$ cat config.mk
export PLATFORM = sky130hd
export DESIGN_NAME = cie_core
export DESIGN_NICKNAME = d
export VERILOG_FILES = /design/src/verilog/cie_pkg.sv /design/src/verilog/cie_alu.sv /design/src/verilog/cie_core.sv
export SDC_FILE = /design/constraint.sdc
export NUM_CORES = 2
export LEC_CHECK = 0
export ABC_AREA = 0
export BUFFER_PORTS_ARGS = -buffer_cell sky130_fd_sc_hd__buf_2
export CAP_MARGIN = 5
export CORE_MARGIN = 2
export CORE_UTILIZATION = 55
export CTS_CLUSTER_SIZE = 24
export DETAILED_ROUTE_END_ITERATION = 10
export PLACE_DENSITY = 0.68
export SYNTH_ARGS = -nofsm -noshare
export SYNTH_HDL_FRONTEND = slang
export SYNTH_HIERARCHICAL = 1
export SYNTH_SLANG_ARGS = --single-unit
$ cat constraint.sdc
create_clock -name pclk -period 9.1 [get_ports pclk]
set_input_delay 0 -clock pclk [delete_from_list [all_inputs] [get_ports pclk]]
set_output_delay 0 -clock pclk [all_outputs]
set_load 0.1 [all_outputs]
$ cat src/verilog/cie_pkg.sv
`default_nettype none
package cie_pkg;
  localparam int unsigned APB_AW = 12;
  // register byte offsets
  localparam logic [11:0] REG_CMD = 12'h000;
  localparam logic [11:0] REG_STATUS = 12'h004;
  localparam logic [11:0] REG_PC = 12'h008;
  localparam logic [11:0] REG_FLAG = 12'h00c;
  localparam logic [11:0] REG_RET = 12'h010;
  localparam logic [1:0] DATA_WIN_SEL = 2'b01;
  // data space: working registers, then i/o space
  localparam logic [6:0] DATA_IO_OFFSET = 7'h20;
  localparam logic [6:0] DATA_TOP = 7'h5f;
  localparam logic [5:0] IO_BIT_MAX = 6'h1f;
  localparam logic [5:0] IO_FLAG_ADDR = 6'h10;
  // command word fields
  localparam int unsigned CMD_OP_LSB = 0;
  localparam int unsigned CMD_RD_LSB = 6;
  localparam int unsigned CMD_RS_LSB = 11;
  localparam int unsigned CMD_IMM_LSB = 16;
  localparam int unsigned CMD_BIT_LSB = 24;
  localparam int unsigned CMD_LONG_POS = 27;
  // status flag positions
  localparam int unsigned SF_C = 0;
  localparam int unsigned SF_Z = 1;
  localparam int unsigned SF_N = 2;
  localparam int unsigned SF_V = 3;
  localparam int unsigned SF_S = 4;
  localparam int unsigned SF_H = 5;
  localparam int unsigned SF_T = 6;
  localparam logic [7:0] MASK_ARITH = 8'h2f;
  localparam logic [7:0] MASK_LOGIC = 8'h0e;
  localparam logic [7:0] MASK_SHIFT = 8'h0f;
  localparam logic [7:0] MASK_WORD = 8'h1f;
  // reset values and cycle counts
  localparam logic [15:0] PC_RST = 16'h0000;
  localparam logic [7:0] FLAG_RST = 8'h00;
  localparam logic [31:0] CMD_RST = 32'h0000_0000;
  localparam logic [1:0] CLK_ONE = 2'd1;
  localparam logic [1:0] CLK_TWO = 2'd2;
  localparam logic [1:0] CLK_THREE = 2'd3;
  typedef enum logic [1:0] {ST_IDLE = 2'b01, ST_BUSY = 2'b10} cie_state_e;
  typedef enum logic [5:0] {
    OP_ADD = 6'd0, OP_ADD_CARRY = 6'd1, OP_SUB = 6'd2, OP_SUB_IMM = 6'd3,
    OP_SUB_CARRY_REG = 6'd4, OP_SUB_CARRY_IMM = 6'd5, OP_COMPARE = 6'd6,
    OP_COMPARE_CARRY = 6'd7, OP_COMPARE_IMM = 6'd8, OP_AND = 6'd9,
    OP_AND_IMM = 6'd10, OP_OR = 6'd11, OP_OR_IMM = 6'd12, OP_XOR = 6'd13,
    OP_CLEAR_BITS_MASK = 6'd14, OP_ROTATE_RIGHT_CARRY = 6'd15,
    OP_ARITH_SHIFT_RIGHT = 6'd16, OP_ADD_IMM_WORD = 6'd17,
    OP_SUB_IMM_WORD = 6'd18, OP_COMPARE_SKIP_EQUAL = 6'd19,
    OP_SKIP_REG_BIT_CLEAR = 6'd20, OP_SKIP_REG_BIT_SET = 6'd21,
    OP_SKIP_IO_BIT_CLEAR = 6'd22, OP_SKIP_IO_BIT_SET = 6'd23,
    OP_BRANCH_FLAG_SET = 6'd24, OP_BRANCH_FLAG_CLEAR = 6'd25,
    OP_BRANCH_SIGNED_GE = 6'd26, OP_RELATIVE_JUMP = 6'd27,
    OP_RELATIVE_CALL = 6'd28, OP_INDIRECT_JUMP = 6'd29,
    OP_INDIRECT_CALL = 6'd30, OP_IO_BIT_SET = 6'd31, OP_IO_BIT_CLEAR = 6'd32,
    OP_BIT_TO_TFLAG = 6'd33, OP_TFLAG_TO_BIT = 6'd34, OP_FLAG_SET = 6'd35,
    OP_FLAG_CLEAR = 6'd36
  } cie_op_e;
  localparam logic [5:0] OP_LAST = 6'd36;
endpackage
`default_nettype wire

$ cat src/verilog/cie_alu.sv
`default_nettype none
module cie_alu
  import cie_pkg::*;
(
  input wire cie_op_e op,
  input wire logic [7:0] a,
  input wire logic [7:0] b,
  input wire logic cin,
  output logic [7:0] res,
  output logic res_we,
  output logic [7:0] flag_mask,
  output logic [7:0] flag_val
);
  // half carry, overflow, carry of a sum
  function automatic logic [2:0] add_hvc(input logic [7:0] x, y, r);
    add_hvc = {x[3] & y[3] | y[3] & ~r[3] | ~r[3] & x[3],
               x[7] & y[7] & ~r[7] | ~x[7] & ~y[7] & r[7],
               x[7] & y[7] | y[7] & ~r[7] | ~r[7] & x[7]};
  endfunction

  // half borrow, overflow, borrow of a difference
  function automatic logic [2:0] sub_hvc(input logic [7:0] x, y, r);
    sub_hvc = {~x[3] & y[3] | y[3] & r[3] | r[3] & ~x[3],
               x[7] & ~y[7] & ~r[7] | ~x[7] & y[7] & r[7],
               ~x[7] & y[7] | y[7] & r[7] | r[7] & ~x[7]};
  endfunction

  logic [2:0] hvc;
  logic [7:0] c8;

  always_comb
  begin
    res = a;
    res_we = 1'b0;
    flag_mask = 8'h00;
    hvc = 3'b000;
    c8 = {7'h00, cin};
    case (op)
      OP_ADD, OP_ADD_CARRY:
      begin
        res = (op == OP_ADD_CARRY) ? a + b + c8 : a + b; // RL5
        res_we = 1'b1;
        hvc = add_hvc(a, b, res);
        flag_mask = MASK_ARITH;
      end
      OP_SUB, OP_SUB_IMM, OP_SUB_CARRY_REG, OP_SUB_CARRY_IMM,
      OP_COMPARE, OP_COMPARE_CARRY, OP_COMPARE_IMM:
      begin
        if (op == OP_SUB_CARRY_REG || op == OP_SUB_CARRY_IMM ||
            op == OP_COMPARE_CARRY)
          res = a - b - c8; // RL7
        else
          res = a - b;
        res_we = (op != OP_COMPARE) && (op != OP_COMPARE_CARRY) &&
                 (op != OP_COMPARE_IMM); // RL8
        hvc = sub_hvc(a, b, res);
        flag_mask = MASK_ARITH;
      end
      OP_AND, OP_AND_IMM, OP_OR, OP_OR_IMM, OP_XOR, OP_CLEAR_BITS_MASK:
      begin
        case (op)
          OP_AND, OP_AND_IMM: res = a & b;
          OP_OR, OP_OR_IMM: res = a | b;
          OP_XOR: res = a ^ b;
          default: res = a & (8'hff - b); // RL10
        endcase
        res_we = 1'b1;
        flag_mask = MASK_LOGIC; // RL9
      end
      OP_ROTATE_RIGHT_CARRY, OP_ARITH_SHIFT_RIGHT:
      begin
        res = (op == OP_ROTATE_RIGHT_CARRY) ? {cin, a[7:1]} // RL17
                                            : {a[7], a[7:1]}; // RL20
        res_we = 1'b1;
        hvc = {1'b0, res[7] ^ a[0], a[0]};
        flag_mask = MASK_SHIFT;
      end
      default: ;
    endcase
    flag_val = 8'h00;
    flag_val[SF_H] = hvc[2];
    flag_val[SF_V] = hvc[1];
    flag_val[SF_C] = hvc[0];
    flag_val[SF_N] = res[7];
    flag_val[SF_Z] = (res == 8'h00);
  end
endmodule
`default_nettype wire

$ cat src/verilog/cie_core.sv
// Design decisions made here: the APB interface to the registers and the address map.
`default_nettype none
// Summary of operation
// RL1: software writes reserved bits as zero and never writes reserved i/o.
// RL2: i/o 0x00-0x1f allow single-bit set, clear and test-and-skip.
// RL3: single-bit set/clear touch only the addressed bit, no write-back.
// RL4: i/o addresses 0x00-0x3f appear in data space at address plus 0x20.
// RL5: add and add_carry write sum, update Z C N V H, one clock.
// RL6: add_imm_word/sub_imm_word work on a 16-bit pair, Z C N V S, two clocks.
// RL7: sub_carry_reg/imm subtract operand and carry, Z C N V H, one clock.
// RL8: compares set Z N V C H only, dest_reg kept, one clock.
// RL9: and, or, xor update Z N V only, carry kept, one clock.
// RL10: clear_bits_mask ands dest_reg with 0xff minus the mask.
// RL11: compare_skip_equal skips next when equal, pc plus 2 or 3, 1/2/3 clocks.
// RL12: register and i/o bit skips test one bit, skip on polarity, 1/2/3.
// RL13: flag branches load pc+k+1 when flag matches; one or two clocks.
// RL14: branch_signed_ge taken when N xor V is zero.
// RL15: relative jump 2, call 3; indirect from Z pointer, jump 2, call 3.
// RL16: i/o bit set/clear write the bit, two clocks, flags unchanged.
// RL17: rotate_right_carry: carry into bit 7, bit 0 into carry, one clock.
// RL18: bit_to_tflag copies bit to T; tflag_to_bit copies T back, no flags.
// RL19: flag set/clear change only that status_flag_register bit, one clock.
// RL20: arith_shift_right keeps bit 7, shifts down, bit 0 into carry.
module cie_core
  import cie_pkg::*;
(
  input wire logic pclk,
  input wire logic presetn,
  input wire logic psel,
  input wire logic penable,
  input wire logic pwrite,
  input wire logic [11:0] paddr,
  input wire logic [31:0] pwdata,
  input wire logic [7:0] io_event,
  output logic [31:0] prdata,
  output logic pready,
  output logic pslverr
);

  ////////////////////////////////////////////////////////////////////////////
  // state

  logic [7:0] gpr_ff [0:31];
  logic [7:0] io_ff [0:63];
  logic [7:0] flag_ff;
  logic [15:0] pc_ff;
  logic [15:0] ret_ff;
  logic [31:0] cmd_ff;
  cie_state_e state_ff;
  logic [1:0] wait_ff;
  logic [1:0] last_clk_ff;
  logic flow_ff;
  logic [31:0] prdata_ff;
  logic pready_ff;
  logic pslverr_ff;

  // pc plus signed offset plus one
  function automatic logic [15:0] rel_target(input logic [15:0] pc,
                                             input logic [7:0] k);
    rel_target = pc + {{8{k[7]}}, k} + 16'h0001;
  endfunction

  // flags of a 16-bit pair add or subtract
  function automatic logic [7:0] word_flags(input logic sub,
                                            input logic [15:0] x,
                                            input logic [15:0] r);
    logic v;
    logic c;
    v = sub ? (x[15] & ~r[15]) : (~x[15] & r[15]);
    c = sub ? (r[15] & ~x[15]) : (~r[15] & x[15]);
    word_flags = 8'h00;
    word_flags[SF_V] = v;
    word_flags[SF_C] = c;
    word_flags[SF_N] = r[15];
    word_flags[SF_S] = r[15] ^ v;
    word_flags[SF_Z] = (r == 16'h0000);
  endfunction

  function automatic logic is_io_bit_op(input cie_op_e op);
    is_io_bit_op = (op == OP_IO_BIT_SET) || (op == OP_IO_BIT_CLEAR) ||
                   (op == OP_SKIP_IO_BIT_CLEAR) || (op == OP_SKIP_IO_BIT_SET);
  endfunction

  ////////////////////////////////////////////////////////////////////////////
  // apb decode

  logic access;
  logic wr;
  logic rd;
  logic in_data;
  logic [6:0] d_idx;
  logic addr_ok;
  logic cmd_ok;
  logic cmd_go;
  logic d_gpr_we;
  logic d_io_we;
  logic [5:0] d_io_addr;
  logic [31:0] rdata;

  assign access = psel && penable && !pready_ff &&
                  (state_ff == ST_IDLE || (!pwrite && paddr == REG_STATUS));
  assign wr = access && pwrite;
  assign rd = access && !pwrite;
  assign in_data = (paddr[11:10] == DATA_WIN_SEL) && !paddr[9] &&
                   (paddr[8:2] <= DATA_TOP) && (paddr[1:0] == 2'b00);
  assign d_idx = paddr[8:2];
  assign d_io_addr = 6'(d_idx - DATA_IO_OFFSET); // RL4
  assign d_gpr_we = wr && in_data && (d_idx < DATA_IO_OFFSET);
  assign d_io_we = wr && in_data && (d_idx >= DATA_IO_OFFSET); // RL4
  assign addr_ok = in_data || paddr == REG_CMD || paddr == REG_STATUS ||
                   paddr == REG_PC || paddr == REG_FLAG || paddr == REG_RET;

  ////////////////////////////////////////////////////////////////////////////
  // command fields and operands

  cie_op_e f_op;
  logic [4:0] f_rd;
  logic [4:0] f_rd_hi;
  logic [4:0] f_rs;
  logic [7:0] f_imm;
  logic [2:0] f_bit;
  logic f_long;
  logic [5:0] f_io;
  logic [7:0] op_a;
  logic [7:0] op_r;
  logic [7:0] alu_b;
  logic [15:0] pair;
  logic [15:0] word_res;

  assign f_op = cie_op_e'(pwdata[CMD_OP_LSB +: 6]);
  assign f_rd = pwdata[CMD_RD_LSB +: 5];
  assign f_rd_hi = f_rd + 5'd1;
  assign f_rs = pwdata[CMD_RS_LSB +: 5];
  assign f_imm = pwdata[CMD_IMM_LSB +: 8];
  assign f_bit = pwdata[CMD_BIT_LSB +: 3];
  assign f_long = pwdata[CMD_LONG_POS];
  assign f_io = f_imm[5:0];
  assign op_a = gpr_ff[f_rd];
  assign op_r = gpr_ff[f_rs];
  assign alu_b = (f_op == OP_SUB_IMM || f_op == OP_SUB_CARRY_IMM ||
                  f_op == OP_COMPARE_IMM || f_op == OP_AND_IMM ||
                  f_op == OP_OR_IMM || f_op == OP_CLEAR_BITS_MASK)
                 ? f_imm : op_r;
  assign pair = {gpr_ff[f_rd_hi], op_a};
  assign word_res = (f_op == OP_SUB_IMM_WORD) ? pair - {10'h000, f_io}
                                              : pair + {10'h000, f_io}; // RL6
  assign cmd_ok = (pwdata[CMD_OP_LSB +: 6] <= OP_LAST) &&
                  (!is_io_bit_op(f_op) || f_io <= IO_BIT_MAX); // RL2
  assign cmd_go = wr && paddr == REG_CMD && cmd_ok;

  logic [7:0] alu_res;
  logic alu_we;
  logic [7:0] alu_mask;
  logic [7:0] alu_val;

  cie_alu u_alu (
    .op(f_op),
    .a(op_a),
    .b(alu_b),
    .cin(flag_ff[SF_C]),
    .res(alu_res),
    .res_we(alu_we),
    .flag_mask(alu_mask),
    .flag_val(alu_val)
  );

  ////////////////////////////////////////////////////////////////////////////
  // execute

  logic [15:0] x_pc;
  logic [1:0] x_clk;
  logic x_flow;
  logic [7:0] x_flag;
  logic x_lo_we;
  logic [7:0] x_lo_data;
  logic x_hi_we;
  logic x_io_we;
  logic x_io_val;
  logic x_ret_we;
  logic skip_en;
  logic br_en;
  logic cond;

  always_comb
  begin
    x_pc = pc_ff + 16'h0001;
    x_clk = CLK_ONE;
    x_flow = 1'b0;
    x_flag = (flag_ff & ~alu_mask) | (alu_val & alu_mask);
    x_lo_we = alu_we;
    x_lo_data = alu_res;
    x_hi_we = 1'b0;
    x_io_we = 1'b0;
    x_io_val = 1'b0;
    x_ret_we = 1'b0;
    skip_en = 1'b0;
    br_en = 1'b0;
    cond = 1'b0;
    case (f_op)
      OP_ADD_IMM_WORD, OP_SUB_IMM_WORD:
      begin
        x_lo_we = 1'b1;
        x_lo_data = word_res[7:0];
        x_hi_we = 1'b1;
        x_clk = CLK_TWO;
        x_flag = (flag_ff & ~MASK_WORD) |
                 (word_flags(f_op == OP_SUB_IMM_WORD, pair, word_res) &
                  MASK_WORD); // RL6
      end
      OP_COMPARE_SKIP_EQUAL:
      begin
        skip_en = 1'b1;
        cond = (op_a == op_r); // RL11
      end
      OP_SKIP_REG_BIT_CLEAR, OP_SKIP_REG_BIT_SET:
      begin
        skip_en = 1'b1;
        cond = op_r[f_bit] == (f_op == OP_SKIP_REG_BIT_SET); // RL12
      end
      OP_SKIP_IO_BIT_CLEAR, OP_SKIP_IO_BIT_SET:
      begin
        skip_en = 1'b1;
        cond = io_ff[f_io][f_bit] == (f_op == OP_SKIP_IO_BIT_SET); // RL2 RL12
      end
      OP_BRANCH_FLAG_SET, OP_BRANCH_FLAG_CLEAR:
      begin
        br_en = 1'b1;
        cond = flag_ff[f_bit] == (f_op == OP_BRANCH_FLAG_SET); // RL13
      end
      OP_BRANCH_SIGNED_GE:
      begin
        br_en = 1'b1;
        cond = (flag_ff[SF_N] ^ flag_ff[SF_V]) == 1'b0; // RL14
      end
      OP_RELATIVE_JUMP, OP_RELATIVE_CALL:
      begin
        x_pc = rel_target(pc_ff, f_imm); // RL15
        x_clk = (f_op == OP_RELATIVE_CALL) ? CLK_THREE : CLK_TWO;
        x_ret_we = (f_op == OP_RELATIVE_CALL);
      end
      OP_INDIRECT_JUMP, OP_INDIRECT_CALL:
      begin
        x_pc = {gpr_ff[31], gpr_ff[30]}; // RL15
        x_clk = (f_op == OP_INDIRECT_CALL) ? CLK_THREE : CLK_TWO;
        x_ret_we = (f_op == OP_INDIRECT_CALL);
      end
      OP_IO_BIT_SET, OP_IO_BIT_CLEAR:
      begin
        x_io_we = 1'b1;
        x_io_val = (f_op == OP_IO_BIT_SET);
        x_clk = CLK_TWO; // RL16
      end
      OP_BIT_TO_TFLAG:
        x_flag[SF_T] = op_r[f_bit]; // RL18
      OP_TFLAG_TO_BIT:
      begin
        x_lo_we = 1'b1;
        x_lo_data = op_a;
        x_lo_data[f_bit] = flag_ff[SF_T]; // RL18
      end
      OP_FLAG_SET, OP_FLAG_CLEAR:
        x_flag[f_bit] = (f_op == OP_FLAG_SET); // RL19
      default: ;
    endcase
    if (skip_en && cond)
    begin
      x_pc = pc_ff + (f_long ? 16'h0003 : 16'h0002); // RL11 RL12
      x_clk = f_long ? CLK_THREE : CLK_TWO;
      x_flow = 1'b1;
    end
    if (br_en && cond)
    begin
      x_pc = rel_target(pc_ff, f_imm); // RL13
      x_clk = CLK_TWO;
      x_flow = 1'b1;
    end
  end

  ////////////////////////////////////////////////////////////////////////////
  // cycle sequencing

  always_ff @(posedge pclk or negedge presetn)
  begin
    if (!presetn)
    begin
      state_ff <= ST_IDLE;
      wait_ff <= 2'b00;
    end
    else
    begin
      case (state_ff)
        ST_IDLE:
          if (cmd_go && x_clk != CLK_ONE)
          begin
            state_ff <= ST_BUSY;
            wait_ff <= x_clk - CLK_ONE; // RL6 RL15 RL16
          end
        ST_BUSY:
        begin
          wait_ff <= wait_ff - 2'b01;
          if (wait_ff == 2'b01)
            state_ff <= ST_IDLE;
        end
        default:
          state_ff <= ST_IDLE;
      endcase
    end
  end

  ////////////////////////////////////////////////////////////////////////////
  // working registers

  always_ff @(posedge pclk or negedge presetn)
  begin
    if (!presetn)
    begin
      for (int i = 0; i < 32; i++)
        gpr_ff[i] <= 8'h00;
    end
    else
    begin
      if (d_gpr_we)
        gpr_ff[d_idx[4:0]] <= pwdata[7:0];
      if (cmd_go && x_lo_we)
        gpr_ff[f_rd] <= x_lo_data; // RL5 RL7 RL9
      if (cmd_go && x_hi_we)
        gpr_ff[f_rd_hi] <= word_res[15:8]; // RL6
    end
  end

  ////////////////////////////////////////////////////////////////////////////
  // i/o space

  always_ff @(posedge pclk or negedge presetn)
  begin
    logic [7:0] nxt;
    if (!presetn)
    begin
      for (int i = 0; i < 64; i++)
        io_ff[i] <= 8'h00;
    end
    else
    begin
      for (int i = 0; i < 64; i++)
      begin
        nxt = io_ff[i];
        if (d_io_we && d_io_addr == 6'(i))
          nxt = (6'(i) == IO_FLAG_ADDR) ? nxt & ~pwdata[7:0] : pwdata[7:0];
        if (cmd_go && x_io_we && f_io == 6'(i))
          nxt[f_bit] = x_io_val; // RL3 RL16
        if (6'(i) == IO_FLAG_ADDR)
          nxt = nxt | io_event;
        io_ff[i] <= nxt;
      end
    end
  end

  ////////////////////////////////////////////////////////////////////////////
  // program counter, flags, call return

  always_ff @(posedge pclk or negedge presetn)
  begin
    if (!presetn)
    begin
      pc_ff <= PC_RST;
      flag_ff <= FLAG_RST;
      ret_ff <= PC_RST;
      cmd_ff <= CMD_RST;
      last_clk_ff <= 2'b00;
      flow_ff <= 1'b0;
    end
    else if (cmd_go)
    begin
      pc_ff <= x_pc;
      flag_ff <= x_flag; // RL16 RL19
      if (x_ret_we)
        ret_ff <= pc_ff + 16'h0001;
      cmd_ff <= pwdata;
      last_clk_ff <= x_clk;
      flow_ff <= x_flow;
    end
    else if (wr && paddr == REG_PC)
      pc_ff <= pwdata[15:0];
    else if (wr && paddr == REG_FLAG)
      flag_ff <= pwdata[7:0];
  end

  ////////////////////////////////////////////////////////////////////////////
  // apb answer

  always_comb
  begin
    rdata = 32'h0000_0000;
    if (in_data)
      rdata[7:0] = (d_idx < DATA_IO_OFFSET) ? gpr_ff[d_idx[4:0]]
                                            : io_ff[d_io_addr];
    else
      case (paddr)
        REG_CMD: rdata = cmd_ff;
        REG_STATUS: rdata[5:0] = {last_clk_ff, 2'b00, flow_ff,
                                  state_ff == ST_BUSY};
        REG_PC: rdata[15:0] = pc_ff;
        REG_FLAG: rdata[7:0] = flag_ff;
        REG_RET: rdata[15:0] = ret_ff;
        default: rdata = 32'h0000_0000;
      endcase
  end

  always_ff @(posedge pclk or negedge presetn)
  begin
    if (!presetn)
    begin
      pready_ff <= 1'b0;
      pslverr_ff <= 1'b0;
      prdata_ff <= 32'h0000_0000;
    end
    else
    begin
      pready_ff <= access;
      pslverr_ff <= access && (!addr_ok || (pwrite && paddr == REG_CMD &&
                                            !cmd_ok));
      prdata_ff <= (rd && addr_ok) ? rdata : 32'h0000_0000;
    end
  end

  assign prdata = prdata_ff;
  assign pready = pready_ff;
  assign pslverr = pslverr_ff;

endmodule
`default_nettype wire

Word-level counts from Yosys, hierarchy flattened --
Index checks and enable logic that the tools add are counted.
Storage, ports and cells: register bits after elaboration 881, bits of input ports 57, output and inout port bits 34, logic and storage cells 885
Cells by class: add/sub/neg operators 15, order comparisons 16, eq/ne operators 181, muxes and demuxes 287, bitwise logic cells 60, reductions and logical operators 219
Operators with widths (number):
- $mux 8 | 153
- $bwmux 256 | 3
- $mux 256 | 3
- $bwmux 8 | 66
- $eq 6x6->1 const B | 69
- $eq 6x5->1 const B | 48
- $logic_and 1x1->1 | 161
- $bmux 8 s5 | 4
- $eq 6x4->1 const B | 24
- $demux 8 s5 | 3
- $bmux 8 s6 | 2
- $mux 16 | 6
- $eq 6x3->1 const B | 12
- $pmux 8 s3 | 2
- $eq 6x2->1 const B | 6
- $add 16x1->16 const B | 2
- $and 8x8->8 | 4
- $mux 32 | 1
- $pmux 16 s2 | 1
- $pmux 8 s4 | 1
- $pmux 6 s5 | 1
- $eq 12x4->1 const B | 2
- $ge 6x6->1 const B | 4
- $mux 24 | 1
- other kinds (74) | 199

Longest topological paths before layout --
word-level depth 20, depth in mapped cells 26, depth with buffers taken out 23

Cells and area by module --
Netlist, hierarchy kept.
By module, submodules not included:
- cie_core | instances 1, cells an instance 5975, area an instance 61800.5 um^2
- cie_alu | instances 1, cells an instance 325, area an instance 2338.5 um^2

Worst setup path before layout --
Ideal clock, no wire load.
path kind input port to flip-flop, start input pwdata[7], end register gpr_ff[103] in the netlist's numbering, library setup time 133 ps, arrival 5823 ps, required time 8967 ps, slack 3144 ps, stages on the path 23, path buffers 9, cell sequence buf_2 > buf_1 > clkbuf_1 > inv_1 > clkbuf_1 > clkbuf_1 > ha_1 > clkbuf_1 > buf_1 > clkbuf_1 > mux4_2 > a22oi_1 > nand4_1 > ha_1 > o21a_1 > nor2_1 > a31oi_1 > a31oi_1 > a21oi_1 > xnor2_1 > xnor2_1 > clkbuf_1 > o21ai_0
On the way: cells in the longest elaborated chain, start to end 14
Ends and longest elaborated chain:
- from (decl) | RTL line cie_core.sv:33 | input wire logic [31:0] pwdata,
- $not 5->6 (not written as such) | RTL line cie_core.sv:138, cie_core.sv:325
- $bmux 8 s5 | RTL line cie_core.sv:138 | assign op_a = gpr_ff[f_rd];
- $mux 8 (not written as such) (2 in a row) | RTL line cie_core.sv:138
- $sub 8x8->8 | RTL line cie_alu.sv:51, cie_alu.sv:53
- $sub 8x1->8 | RTL line cie_alu.sv:51 | res = a - b - c8;
- $mux 8 | RTL line cie_alu.sv:49 | if (op == OP_SUB_CARRY_REG || op == OP_SUB_CARRY_IMM ||
- $mux 8 | RTL line cie_alu.sv:38 | case (op)
- $pmux 8 s4 | RTL line cie_alu.sv:38
- $pmux 8 s2 | RTL line cie_core.sv:199 | case (f_op)
- $bwmux 256 | RTL line cie_core.sv:325 | gpr_ff[f_rd] <= x_lo_data;
- $mux 256 | RTL line cie_core.sv:324 | if (cmd_go && x_lo_we)
- $bwmux 256 | RTL line cie_core.sv:327 | gpr_ff[f_rd_hi] <= word_res[15:8];
- $mux 256 * | RTL line cie_core.sv:326 | if (cmd_go && x_hi_we)
- to (signal, indexed assignment) | RTL line cie_core.sv:323 | gpr_ff[d_idx[4:0]] <= pwdata[7:0];
- to (signal, indexed assignment) | RTL line cie_core.sv:325
- to (signal, indexed assignment) | RTL line cie_core.sv:327
- to (decl) | RTL line cie_core.sv:43 | logic [7:0] gpr_ff [0:31];
Mark *: on every way between the ends. The rest lies on a longest branch, timed or not. The select of a mux whose other input is x is not followed. A chain may end at the register's enable or synchronous reset.

Worst setup path after layout --
start register gpr_ff[195] in the netlist's numbering, end register gpr_ff[6] in the netlist's numbering
On the way: cells in the longest elaborated chain, start to end 14
Ends and longest elaborated chain:
- $bmux 8 s5 * | RTL line cie_core.sv:139 | assign op_r = gpr_ff[f_rs];
- $mux 8 (not written as such) * (2 in a row) | RTL line cie_core.sv:139
- $mux 8 * | RTL line cie_core.sv:143 | ? f_imm : op_r;
- named net alu_b[3] | RTL line cie_core.sv:126 | logic [7:0] alu_b;
- $sub 8x8->8 | RTL line cie_alu.sv:51, cie_alu.sv:53
- $sub 8x1->8 | RTL line cie_alu.sv:51
- $mux 8 | RTL line cie_alu.sv:49
- $mux 8 | RTL line cie_alu.sv:38
- $pmux 8 s4 * | RTL line cie_alu.sv:38
- named net alu_res[6] | RTL line cie_core.sv:151 | logic [7:0] alu_res;
- $pmux 8 s2 * | RTL line cie_core.sv:199
- $bwmux 256 * | RTL line cie_core.sv:325
- $mux 256 * | RTL line cie_core.sv:324
- $bwmux 256 | RTL line cie_core.sv:327
- $mux 256 * | RTL line cie_core.sv:326
The timed path passes the listed nets; every way through them passes the cells marked *. The select of a mux whose other input is x is not followed.

==> impl_metrics.py <==
metrics = {
    "final_layout": {
        "nets": 6199,
        "final_layout_size_suffix_gt1_share_pct": 20.98,
        "fin_cells": 7677,
        "fill_cells": 9595,
        "area_delta_synth_final_pct": 8.361,
        "mostFrequentLayoutCells": "dfrtp_1, nand2_1, mux2i_1, nor2_1, mux4_2",
        "layout_commonest_cell": "dfrtp_1",
    },
    "hold_path": {
        "min_path_cells": 3,
        "holdCritStartpoint": "io_event[4]",
        "holdPathEnd": "io_ff[380]",
        "hold_path_class": "in -> reg",
    },
    "run_status": {
        "violations": "max-capacitance violations, max-slew violations",
        "status": "finished, violations left",
    },
    "yosys": {
        "synth_top_family_by_area": "multiplexers",
        "synth_mux_area_share_pct": 31.44,
        "synth-xor-area-share_pct": 1.346,
        "mappedNetlistArea_um2": 64140,
        "synthAdderAreaFrac_pct": 1.588,
        "seq_area_frac_synth_pct": 34.37,
        "syn_inst": 6300,
        "synthFlopType": "dfrtp_1",
        "yosys.area_share.simple_pct": 12.74,
        "yosysWarnings": 6,
        "ys_types": 105,
        "synthArstFlopShare_pct": 100.0,
        "syn_area_per_cell_um2": 10.18,
        "synth_compound_area_share_pct": 14.03,
        "synth_seq_cells": 881,
        "synth_edf_count": 0,
    },
    "sta": {
        "rsz0062_at_grt": "false",
        "slew_violations": 2,
        "post-route-min-period_ns": 6.183,
        "slew_headroom_pct": -1.864,
        "tns_ns": 0,
        "fin_skew_ns": 0.06515,
        "worst_slew_pin_slew_ns": 1.514,
        "finalSetupViolCount": 0,
        "finalCritPeriodShare_pct": 67.94,
        "max_freq_ghz": 0.1617,
        "hold_violations": 0,
    },
    "critical_path": {
        "timing.rr.end": "gpr_ff[6]",
        "startpoint_type": "flop",
        "cpPeakStageDelay_ns": 0.57,
        "cp.arrival_ns": 6.83,
        "crit_path_end_kind": "flop",
        "critical_path.cell_chain": "mux4_2, a22o_1, a221oi_1, nand3_1, mux2_2, inv_1, ha_1, o21ai_0, or2_2, o311ai_1, nand3_1, xnor2_1, a221oi_1, nor2_1, nand2_1, o221ai_4, buf_4, o211ai_1, o21ai_0",
        "regToRegSetupSlack_ns": 2.92,
        "r2r_start": "gpr_ff[195]",
        "crit_type": "reg -> reg",
        "required_ns": 9.75,
        "r2r_cells": 19,
        "worstPathMaxFanout": 32,
        "critPathSlowestCell": "mux4_2",
    },
    "floorplan": {
        "dieHeight_um": 345.5,
        "initial_core_util_pct": 55.34,
        "die-area_um2": 119400,
        "die_x_um": 345.5,
        "core_area_um2": 115900,
        "io_pins": 91,
        "num_rows": 125,
    },
    "clocking": {
        "worst_skew_pair.late_latency_ns": 0.79,
        "cts_buffers": 101,
        "clockRootBuffer": "clkbuf_16",
        "cts-htree-levels": 3,
        "numClockSinks": 881,
        "cts-resized-gates": 0,
        "cts_tree": "yes",
        "clk_pin_slew_ns": 0.06,
        "cts.path.max_buffers": 3,
    },
    "drt": {
        "ant_nets": 0,
        "dr_wl_met2_um": 115700,
        "dr_total_vias": 57830,
        "wirelength_um": 276000,
        "drc": 0,
        "wl_met3_um": 37210,
        "drtIter0Drc": 8892,
        "top_layer": "met5",
        "wire_per_inst_um": 35.95,
        "drt_pass1_iterations": 6,
        "met1Wirelength_um": 101100,
        "via_per_inst": 7.532,
    },
    "power_and_ir_drop": {
        "power_leakage_uw": 0.02922,
        "powerDensity_nw_per_um2": 134.6,
        "ir_drop_mv": 0.1602,
    },
    "global_route": {
        "grt_pass1_vias": 54470,
        "grt_usage_pct": 45.70,
        "grt_max_degree": 174,
        "antenna_found_initial": 20,
        "grt_first_pass_wirelength_um": 397200,
        "grt.overflow.total": 0,
    },
    "placement": {
        "port_buffers": 90,
        "hpwl_um": 186200,
        "dp.cells": 7444,
        "gp_congestion": 1.038,
    },
    "run": {
        "max_cap_violations": 1,
    },
}
==> cell type report <==
cell class / instances / area [um^2] / share of cell area (%)
Clock buffer: 142 / 2952 / 4.247
Inverter: 55 / 206.4 / 0.2970
Tap cell: 1524 / 1907 / 2.744
Clock inverter: 43 / 599.3 / 0.8623
Antenna cell: 8 / 20.02 / 0.02880
Sequential cell: 881 / 22050 / 31.72
Multi-Input combinational cell: 4731 / 39530 / 56.87
Timing Repair Buffer: 293 / 2242 / 3.226
==> worst max-delay path: cells and delay by family (launching register included) <==
kind	cells	cell delay (ns)
and+or+nand+nor	5	1.15
muxes	2	0.97
buffers and inverters	2	0.65
DFF	1	0.47
AOI/OAI and AO/OA	8	1.94
xor gates and xnor gates	1	0.38
adders and majority gates	1	0.38
==> flip-flops by register name, summed over array words and instances, names as in the netlist, 2 cells and up <==
name         flops
gpr_ff         256
state_ff         2
wait_ff          2
prdata          32
ret_ff          16
last_clk_ff      2
io_ff          512
cmd_ff          32
pc_ff           16
flag_ff          8
==> how the worst max path moves through the flow <==
stage	startpoint	end	slack [ns]	cells after the start
after floorplan	pwdata[7]	gpr_ff[103]	3.14	23
after global placement	pwdata[12]	gpr_ff[127]	2.53	21
after detailed placement	pwdata[12]	gpr_ff[191]	2.40	21
after CTS	gpr_ff[0]	gpr_ff[7]	3.16	17
after global routing	pwdata[10]	gpr_ff[254]	2.73	22
final	gpr_ff[195]	gpr_ff[6]	2.92	19
==> layer usage <==
layer / up-vias / GRT usage [%]
met2: 4326 / 65.08
met5: - / 0.4802
met3: 1083 / 15.64
met4: 18 / 28.59
met1: 29090 / 59.86
li1: 23300 / -
==> logic make-up after synthesis <==
kind of cell | Yosys count
buf+inv | 693
mux | 1349
xor+xnor | 96
simple gates | 1834
compound gates | 1367
flops | 881
fa+ha+maj | 79
other cells | 1
==> timing repair <==
action                    CTS  global route
buffers inserted            0             0
hold buffers               40             0
hold endpoints to repair  174             0
==> per-stage QoR <==
stage               util (%)  hold WS (ns)  power (uW)  setup slack [ns]  cell area, um^2
global route           59.95       0.04021        9554             2.729            69480
CTS                    59.95      0.002048        9336             3.161            69480
global placement       56.53       0.07736        4980             2.532            65510
detailed placement     56.53       0.09442        4983             2.397            65510
finish                 59.97       0.02573        9356             2.917            69500
floorplan                  -       -0.2956        4573             3.144            64160
==> report_power, final <==
group	internal [uW]	leakage (uW)	total (uW)	switching [uW]
combinational	282	0.0152	1040	754
sequential	3920	0.0123	3930	5.49
clock	2510	0.00174	4390	1880
==> synth_stat cells (all sizes together), types with 71 or more instances <==
cell | count | area share [%]
a21oi | 221 | 1.7
a22oi | 130 | 1.5
buf | 153 | 1.3
clkbuf | 485 | 2.8
dfrtp | 880 | 34
ha | 75 | 1.5
mux2 | 276 | 4.9
mux2i | 569 | 8.9
mux4 | 504 | 18
nand2 | 646 | 3.8
nand3 | 340 | 2.7
nor2 | 543 | 3.2
nor3 | 71 | 0.58
o211ai | 396 | 4.6
o21ai | 376 | 2.9
Power figures use the tool's default switching activity.
